--- src/hw/spims_pkg.sv ---
// Shared types and constants of the serial master/slave port.
// Assumes a single 250 MHz clock and no register bus.
package spims_pkg;

	// ---------------------------------------------------------------
	// Counts and reset values
	// ---------------------------------------------------------------
	localparam int SPIMS_BITS = 8;
	localparam logic [4:0] SPIMS_LAST_EDGE = 5'h0F;
	localparam logic [3:0] SPIMS_LAST_BIT = 4'h7;
	// Half periods of the master clock, indexed by {double, hi, lo}.
	localparam logic [6:0] SPIMS_HALF [8] = '{7'h02, 7'h08, 7'h20,
		7'h40, 7'h01, 7'h04, 7'h10, 7'h20};

	// ---------------------------------------------------------------
	// Carriers
	// ---------------------------------------------------------------
	typedef struct packed {
		logic transfer_irq_enable;
		logic port_enable;
		logic bit_order_select;
		logic controller_select;
		logic cpol;
		logic cpha;
		logic rate_select_hi;
		logic rate_select_lo;
		logic double_speed;
	} spims_ctrl_s;

	typedef struct packed {
		logic sck;
		logic mosi;
		logic miso;
		logic ss_n;
	} spims_pins_s;

	localparam spims_ctrl_s SPIMS_CTRL_RESET = '0;
	localparam int SPIMS_SCK = 3;
	localparam int SPIMS_MOSI = 2;
	localparam int SPIMS_MISO = 1;
	localparam int SPIMS_SS = 0;

	typedef enum logic [2:0] {
		ST_IDLE = 3'h1,
		ST_MASTER = 3'h2,
		ST_SLAVE = 3'h4
	} spims_state_e;

endpackage : spims_pkg

--- src/hw/spims_port.sv ---
// Byte-wide full-duplex serial port, master or slave, with its controls
// as plain ports. Assumes the pad logic joins the pin enables to wires.
// What this block does
// - As master the block never drives select; software does.
// - Master: a data write starts the clock and shifts eight bits.
// - Master: after one byte the clock stops and the done flag sets.
// - Done flag with interrupt enable raises the interrupt, any mode.
// - Data goes out on MOSI as master, MISO as slave, simultaneously.
// - The last received byte is held in the receive buffer.
// - Slave with select high idles, MISO undriven, clock ignored.
// - Slave writes while select high are kept, shifted after select low.
// - Slave sets the done flag after a full byte.
// - Enabled port forces the mode's input pins to input; its output pins drive only where pin_dir asks.
// - Master clock divides by 4,16,64,128 or 2,8,32,64 at double speed.
// - Polarity sets idle level; phase picks leading or trailing sample.
// - Bit order select one sends LSB first, zero MSB first.
// - Select input low as master, with pin_dir.ss_n low, drops to slave and sets the flag.
`timescale 1ns/1ns
module spims_port
	import spims_pkg::*;
(
	// Clock and reset
	input wire logic clock,
	input wire logic reset,
	// Control register load and user pin directions
	input wire logic ctrl_write,
	input wire spims_ctrl_s ctrl_in,
	input wire spims_pins_s pin_dir,
	// Data register and flag
	input wire logic data_write,
	input wire logic [7:0] data_in,
	input wire logic flag_clear,
	output logic [7:0] rx_data,
	output logic transfer_done_flag,
	output logic irq,
	output logic controller_select,
	// Pins
	input wire spims_pins_s pin_in,
	output logic sck_out,
	output logic sck_oe,
	output logic mosi_out,
	output logic mosi_oe,
	output logic miso_out,
	output logic miso_oe
);

	// ---------------------------------------------------------------
	// Pin synchronisers
	// ---------------------------------------------------------------
	logic [3:0] s1, s2, s3, filt;
	genvar gi;
	generate
		for (gi = 0; gi < 4; gi++) begin : g_sync
			always_ff @(posedge clock or posedge reset) begin
				if (reset) begin
					s1[gi] <= 1'b1;
					s2[gi] <= 1'b1;
					s3[gi] <= 1'b1;
					filt[gi] <= 1'b1;
				end else begin
					s1[gi] <= pin_in[gi];
					s2[gi] <= s1[gi];
					s3[gi] <= s2[gi];
					if (s2[gi] == s3[gi]) begin
						filt[gi] <= s3[gi];
					end
				end
			end
		end
	endgenerate

	// ---------------------------------------------------------------
	// Shift engine
	// ---------------------------------------------------------------
	function automatic logic head(input logic [7:0] v, input logic lsb);
		head = lsb ? v[0] : v[7];
	endfunction : head

	function automatic logic [7:0] push(input logic [7:0] v,
			input logic b, input logic lsb);
		push = lsb ? {b, v[7:1]} : {v[6:0], b};
	endfunction : push

	spims_state_e state, next_state;
	spims_ctrl_s ctrl, next_ctrl;
	logic [7:0] sh, next_sh, next_rx;
	logic [6:0] div, next_div, half;
	logic [4:0] edges, next_edges;
	logic [3:0] bits, next_bits;
	logic sck_prev, next_sck, next_out, out_q, next_flag, abort, done_ev;
	logic next_mosi_oe, next_miso_oe, next_sck_oe, slave_act;
	logic sck_edge, lead;

	always_comb begin
		next_state = state;
		next_ctrl = ctrl;
		next_sh = sh;
		next_rx = rx_data;
		next_div = div;
		next_edges = edges;
		next_bits = bits;
		next_sck = sck_out;
		next_out = out_q;
		next_flag = transfer_done_flag;
		done_ev = 1'b0;
		half = SPIMS_HALF[{ctrl.double_speed, ctrl.rate_select_hi,
			ctrl.rate_select_lo}];
		sck_edge = filt[SPIMS_SCK] != sck_prev;
		lead = filt[SPIMS_SCK] != ctrl.cpol;
		abort = ctrl.port_enable && ctrl.controller_select
			&& !pin_dir.ss_n && !filt[SPIMS_SS];
		if (flag_clear) begin
			next_flag = 1'b0;
		end
		if (ctrl_write) begin
			next_ctrl = ctrl_in;
		end
		unique case (state)
			ST_IDLE: begin
				next_sck = ctrl.cpol;
				if (ctrl.port_enable && ctrl.controller_select) begin
					// Select is left entirely to software here.
					if (data_write) begin
						next_sh = data_in;
						next_out = head(data_in, ctrl.bit_order_select);
						next_div = '0;
						next_edges = '0;
						next_state = ST_MASTER;
					end
				end else if (ctrl.port_enable) begin
					if (data_write) begin
						next_sh = data_in;
					end
					if (!filt[SPIMS_SS]) begin
						next_bits = '0;
						next_out = head(next_sh, ctrl.bit_order_select);
						next_state = ST_SLAVE;
					end
				end
			end
			ST_MASTER: begin
				next_div = div + 7'h01;
				if (div == half - 7'h01) begin
					next_div = '0;
					next_sck = !sck_out;
					next_edges = edges + 5'h01;
					// Leading edges are the even ones; CPHA picks sampling.
					if (edges[0] == ctrl.cpha) begin
						next_sh = push(sh, filt[SPIMS_MISO],
							ctrl.bit_order_select);
					end else begin
						next_out = head(sh, ctrl.bit_order_select);
					end
					if (edges == SPIMS_LAST_EDGE) begin
						next_state = ST_IDLE;
						next_rx = next_sh;
						next_flag = 1'b1;
						done_ev = 1'b1;
					end
				end
				// Later writes are ignored until the byte ends.
			end
			ST_SLAVE: begin
				if (filt[SPIMS_SS] || !ctrl.port_enable
						|| ctrl.controller_select) begin
					next_state = ST_IDLE;
					next_bits = '0;
				end else if (sck_edge && (lead != ctrl.cpha)) begin
					next_sh = push(sh, filt[SPIMS_MOSI],
						ctrl.bit_order_select);
					next_bits = bits + 4'h1;
					if (bits == SPIMS_LAST_BIT) begin
						next_bits = '0;
						// An unread byte is overwritten here.
						next_rx = next_sh;
						next_flag = 1'b1;
						done_ev = 1'b1;
					end
				end else if (sck_edge) begin
					next_out = head(sh, ctrl.bit_order_select);
				end else if (data_write && bits == 4'h0) begin
					next_sh = data_in;
					next_out = head(data_in, ctrl.bit_order_select);
				end
			end
		endcase
		if (abort) begin
			next_ctrl.controller_select = 1'b0;
			next_flag = 1'b1;
			next_state = ST_IDLE;
			next_sck = ctrl.cpol;
		end
		// Pin directions follow the mode the block will be in.
		slave_act = next_ctrl.port_enable && !next_ctrl.controller_select;
		next_mosi_oe = next_ctrl.port_enable
			&& next_ctrl.controller_select && pin_dir.mosi;
		next_sck_oe = next_ctrl.port_enable
			&& next_ctrl.controller_select && pin_dir.sck;
		next_miso_oe = slave_act && pin_dir.miso
			&& next_state == ST_SLAVE;
	end

	// The external clock is only seen through the synchroniser, so it
	// must stay at or below a quarter of this clock.
	// Master reads MISO through the same filter, which costs about four
	// cycles; divisors 2, 4 and 8 sample it before it settles.
	always_ff @(posedge clock or posedge reset) begin
		if (reset) begin
			state <= ST_IDLE;
			ctrl <= SPIMS_CTRL_RESET;
			sh <= '0;
			rx_data <= '0;
			div <= '0;
			edges <= '0;
			bits <= '0;
			sck_prev <= 1'b1;
			sck_out <= 1'b0;
			out_q <= 1'b0;
			mosi_out <= 1'b0;
			miso_out <= 1'b0;
			transfer_done_flag <= 1'b0;
			irq <= 1'b0;
			controller_select <= 1'b0;
			sck_oe <= 1'b0;
			mosi_oe <= 1'b0;
			miso_oe <= 1'b0;
		end else begin
			state <= next_state;
			ctrl <= next_ctrl;
			sh <= next_sh;
			rx_data <= next_rx;
			div <= next_div;
			edges <= next_edges;
			bits <= next_bits;
			sck_prev <= filt[SPIMS_SCK];
			sck_out <= next_sck;
			out_q <= next_out;
			mosi_out <= next_out;
			miso_out <= next_out;
			transfer_done_flag <= next_flag;
			irq <= next_flag && next_ctrl.transfer_irq_enable;
			controller_select <= next_ctrl.controller_select;
			sck_oe <= next_sck_oe;
			mosi_oe <= next_mosi_oe;
			miso_oe <= next_miso_oe;
		end
	end

	// ---------------------------------------------------------------
	// Checks
	// ---------------------------------------------------------------
	property p_start;
		@(posedge clock) disable iff (reset)
		state == ST_IDLE && ctrl.port_enable && ctrl.controller_select
			&& data_write && !abort && !ctrl_write
			|=> state == ST_MASTER && edges == 5'h00;
	endproperty
	a_start: assert property (p_start) else $error("write did not start");

	property p_done;
		@(posedge clock) disable iff (reset)
		state == ST_MASTER && edges == SPIMS_LAST_EDGE
			&& div == half - 7'h01 && !abort
			|=> transfer_done_flag && state == ST_IDLE;
	endproperty
	a_done: assert property (p_done) else $error("master byte not ended");

	property p_irq;
		@(posedge clock) disable iff (reset)
		$rose(transfer_done_flag) && ctrl.transfer_irq_enable |-> irq;
	endproperty
	a_irq: assert property (p_irq) else $error("interrupt missing");

	property p_hiz;
		@(posedge clock) disable iff (reset)
		!ctrl.controller_select && filt[SPIMS_SS] ##1 !ctrl_write
			|-> !miso_oe;
	endproperty
	a_hiz: assert property (p_hiz) else $error("MISO driven while idle");

	property p_rx;
		@(posedge clock) disable iff (reset)
		done_ev |=> rx_data == $past(next_sh) && transfer_done_flag;
	endproperty
	a_rx: assert property (p_rx) else $error("receive buffer wrong");

	property p_preload;
		@(posedge clock) disable iff (reset)
		state == ST_IDLE && ctrl.port_enable && !ctrl.controller_select
			&& data_write |=> sh == $past(data_in);
	endproperty
	a_preload: assert property (p_preload) else $error("preload lost");

	property p_slave_pins;
		@(posedge clock) disable iff (reset)
		(ctrl.port_enable && !ctrl.controller_select)[*2]
			|-> !mosi_oe && !sck_oe;
	endproperty
	a_slave_pins: assert property (p_slave_pins)
		else $error("slave drives an input pin");

	property p_idle_sck;
		@(posedge clock) disable iff (reset)
		(state == ST_IDLE && !ctrl_write)[*2] |-> sck_out == ctrl.cpol;
	endproperty
	a_idle_sck: assert property (p_idle_sck) else $error("bad idle SCK");

	property p_demote;
		@(posedge clock) disable iff (reset)
		abort |=> !controller_select && transfer_done_flag
			&& state == ST_IDLE;
	endproperty
	a_demote: assert property (p_demote) else $error("no demotion");

	property p_rate;
		@(posedge clock) disable iff (reset)
		state == ST_MASTER && $changed(sck_out) && !abort
			&& $past(state) == ST_MASTER
			|-> $past(div) == half - 7'h01;
	endproperty
	a_rate: assert property (p_rate) else $error("SCK toggled off rate");

endmodule : spims_port

--- config.mk ---
export PLATFORM = sky130hd
export DESIGN_NAME = spims_port
export DESIGN_NICKNAME = d
export VERILOG_FILES = /design/src/hw/spims_pkg.sv /design/src/hw/spims_port.sv
export SDC_FILE = /design/constraint.sdc
export NUM_CORES = 1
export LEC_CHECK = 0
export ABC_AREA = 1
export BUFFER_PORTS_ARGS = -buffer_cell sky130_fd_sc_hd__buf_2
export CAP_MARGIN = 40
export CELL_PAD_IN_SITES_DETAIL_PLACEMENT = 1
export CELL_PAD_IN_SITES_GLOBAL_PLACEMENT = 2
export CORE_UTILIZATION = 35
export CTS_CLUSTER_SIZE = 25
export DETAILED_ROUTE_END_ITERATION = 16
export GPL_TIMING_DRIVEN = 0
export MAX_ROUTING_LAYER = met4
export PLACE_DENSITY_LB_ADDON = 0.1
export SLEW_MARGIN = 5
export SYNTH_ARGS = -nofsm -noshare
export SYNTH_HDL_FRONTEND = slang
export SYNTH_SLANG_ARGS = --single-unit
export TNS_END_PERCENT = 50
--- constraint.sdc ---
create_clock -name clock -period 4.2 [get_ports clock]
set_input_delay 0.21 -clock clock [delete_from_list [all_inputs] [get_ports clock]]
set_output_delay 0.21 -clock clock [all_outputs]
set_load 0.01 [all_outputs]
==> metrics.txt <==
status=finished clean; Layout Nets=623; die width=109 um; share of layout cells above drive strength 1=21.3%; Worst-path clk slew=60 ps; Worst Path Buf+Inv=3; GRT Util Overall=22.4%; Core Region=0.0109 mm^2; max-slew violation count=0; Final period util=55.6%; Async SR Flop Fraction=100%; met2 Use GR=34.9%; Starting DRT DRC Count=138; RR Startpoint=ctrl[2]$_DFFE_PP0P_; max_cap viols=0; Mean Syn Cell Area=7.57 um^2; IO buf count=45; Root Buffer Master=clkbuf_16; ranking of synthesized cells by area=dfrtp_1, nand2_1, dfstp_2; Syn Nets=561; vias in the first global route=3,808; path depth of the worst reg2reg path=17; critical path endpoint category=register; Final Routed Wirelength=11.3 mm; Setup Fix Bufs, Post-CTS=0; worst hold endpoint=sck_oe$_DFF_PP0_; worst vdd ir=321 uV; Avg WL per Cell=15.4 um; H-tree depth=3; Rel. slew slack=52.1%; most frequent cell after synthesis=nand2_1; largest area contributor in the netlist=dfrtp_1; Area Overhead vs Synth=20.4%; Synth Flop Type=dfrtp_1; Fin. Hold Viols=0; Rows=38; clk buf depth=2; grt ovf=0; synth warn=0; Slowest Stage Delay on Critical Path=370 ps; gr busiest metal=met2; CP cell instances=buf_4 > nor2_2 > nand2_1 > ha_1 > nand2_1 > inv_1 > nor2_1 > nand2_1 > nor2_1 > nand2_1 > nor2_2 > nand2_4 > nand2_8 > buf_6 > nand2_1 > nand2_1 > nand2_1; CTS tree=yes; Synth Register Bits=68; height of the die=109 um; Post-synth EDFFs=0; Clock Skew=9.15 ps; critical path peak fanout=10; Final TNS setup=0 ps; n_diodes=0; worst-margin pin slew=717 ps; leakage=0.00240 uW; slowest CP cell=dfrtp_1; clk_lat worst skew=340 ps; hold path startpoint=pin_dir[3]; final setup violation count=0; worst path arrival time=2560 ps; RD Place Congestion=0.839; first-pass GRT wire length=19.2 mm; Crit Reg-Reg Endpoint=sh[0]$_DFFE_PP0P_; # DRC=0; post-DP HPWL=8.38 mm; top cells by count, synth=nand2_1, dfrtp_1, inv_1, nor2_1, o21ai_0; antenna-violating nets left=0; initial antenna violation count=0; Post-Syn Instances=525; RSZ-0062 raised after global routing=false; # IOs=47; PD cells=617 mW/mm^2; TritonRoute pass-1 iters=4; CTS buffer count=9; Yosys cell types=42; Worst EP required=4430 ps; GR Util met1=28.8%; worst hold path class=in2reg; FMAX=428 MHz; routed vias/inst=4.96; setup slack, reg-to-reg=1860 ps; CP most frequent cell=nand2_1; total power=2950 uW; largest net degree at the start of global routing=47; CP startpoint kind=register; hold-critical path depth=3; # clock sinks=68; Starting Density=36.4%; met3 Use GR=3.62%; Vias=3,631; CP top delay family=simple AND/OR/NAND/NOR gates; area of the die=0.0118 mm^2; CP Class=reg2reg; Yosys top cell area share=31.5%; Final min period=2340 ps; register area share after synthesis=43.4%; synthesized area=0.00398 mm^2
==> cell type report <==
class / count / area [um^2]
Clock inverter: 4 / 72.6
Multi-Input combinational cell: 384 / 1940
Clock buffer: 12 / 256
Buffer: 15 / 93.8
Fill cell: 1384 / 6150
Sequential cell: 68 / 1720
Tap cell: 140 / 175
Timing Repair Buffer: 51 / 303
Inverter: 58 / 220
==> logic make-up after synthesis <==
group / synth area share (%)
AND/OR/NAND/NOR: 34.9
buffers and inverters: 7.83
flip-flops: 43.4
AO/OA/AOI/OAI: 8.56
XOR/XNOR: 2.20
adder cells (fa/ha/maj): 2.89
multiplexers: 0.283
==> flip-flops by register name, indices dropped and copies added, names as in the netlist, 3 cells and up <==
signal	count
div	7
sh	8
bits	4
s3	4
s1	4
edges	5
filt	4
state	3
s2	4
rx_data	8
ctrl	9
==> metrics by stage <==
step	cell area [um^2]	utilization (%)	setup WS, ps	hold slack, ps	std cells
after floorplan	3980	-	2150	214	525
after global placement	4380	40.0	1350	315	710
after detailed placement	4410	40.3	1880	212	711
after CTS	4790	43.8	1840	57.7	732
after global routing	4790	43.8	1640	59.8	732
final	4790	43.8	1860	74.6	732
==> repair_timing <==
| item | 4_1_cts | 5_1_grt |
|---|---|---|
| gates resized for setup | 0 | 0 |
| hold buffers | 5 | 0 |
| hold endpoints to repair | 18 | 0 |
==> placed cells by master, fill, tap and decap left out, types with 4 or more instances in the layout <==
master,synthesis,final
dlygate4sd3_1,0,5
nand3_1,33,33
buf_2,6,51
nor2_1,49,49
dfrtp_1,50,50
a21oi_1,10,10
clkbuf_1,3,4
inv_1,50,49
nor2_2,6,6
o211ai_1,5,5
xor2_1,8,8
dfstp_2,18,18
nand2_1,161,161
or2_2,7,7
inv_2,8,8
o21ai_1,4,4
clkbuf_16,0,9
maj3_1,4,4
nand4_1,20,20
o21ai_0,37,37
nor3_1,7,7
ha_1,6,6
==> worst reg2reg max path, cell delays in order (launching register included) <==
cell and delay (ps):
dfrtp_1 370, buf_4 160, nor2_2 120, nand2_1 90
ha_1 320, nand2_1 70, inv_1 30, nor2_1 80
nand2_1 50, nor2_1 90, nand2_1 70, nor2_2 180
nand2_4 100, nand2_8 100, buf_6 160, nand2_1 90
nand2_1 80, nand2_1 60
==> worst max path at each step <==
| stage | from | endpoint | slack, ps | depth (start not counted) |
|---|---|---|---|---|
| after floorplan | ctrl[2]$_DFFE_PP0P_ | out_q$_DFFE_PP0P_ | 2150 | 17 |
| after global placement | reset | rx_data[3]$_DFFE_PP0P_ | 1350 | 2 |
| after detailed placement | ctrl[2]$_DFFE_PP0P_ | sh[7]$_DFFE_PP0P_ | 1880 | 17 |
| after CTS | ctrl[2]$_DFFE_PP0P_ | sh[0]$_DFFE_PP0P_ | 1840 | 17 |
| after global routing | ctrl[2]$_DFFE_PP0P_ | sh[0]$_DFFE_PP0P_ | 1640 | 17 |
| final | ctrl[2]$_DFFE_PP0P_ | sh[0]$_DFFE_PP0P_ | 1860 | 17 |
==> layer usage <==
| metal | vias to the layer above | routed length (um) |
|---|---|---|
| li1 | 1816 | - |
| met1 | 1748 | 5450 |
| met2 | 56 | 5340 |
| met3 | 11 | 328 |
| met4 | 0 | 184 |
| met5 | - | 0 |
==> report_power, final <==
part / internal, uW / total (uW) / switching (uW)
Combinational: 398 / 1190 / 795
Sequential: 802 / 925 / 123
Clock: 551 / 837 / 286
Note: power is estimated with default switching activity, not from simulation.
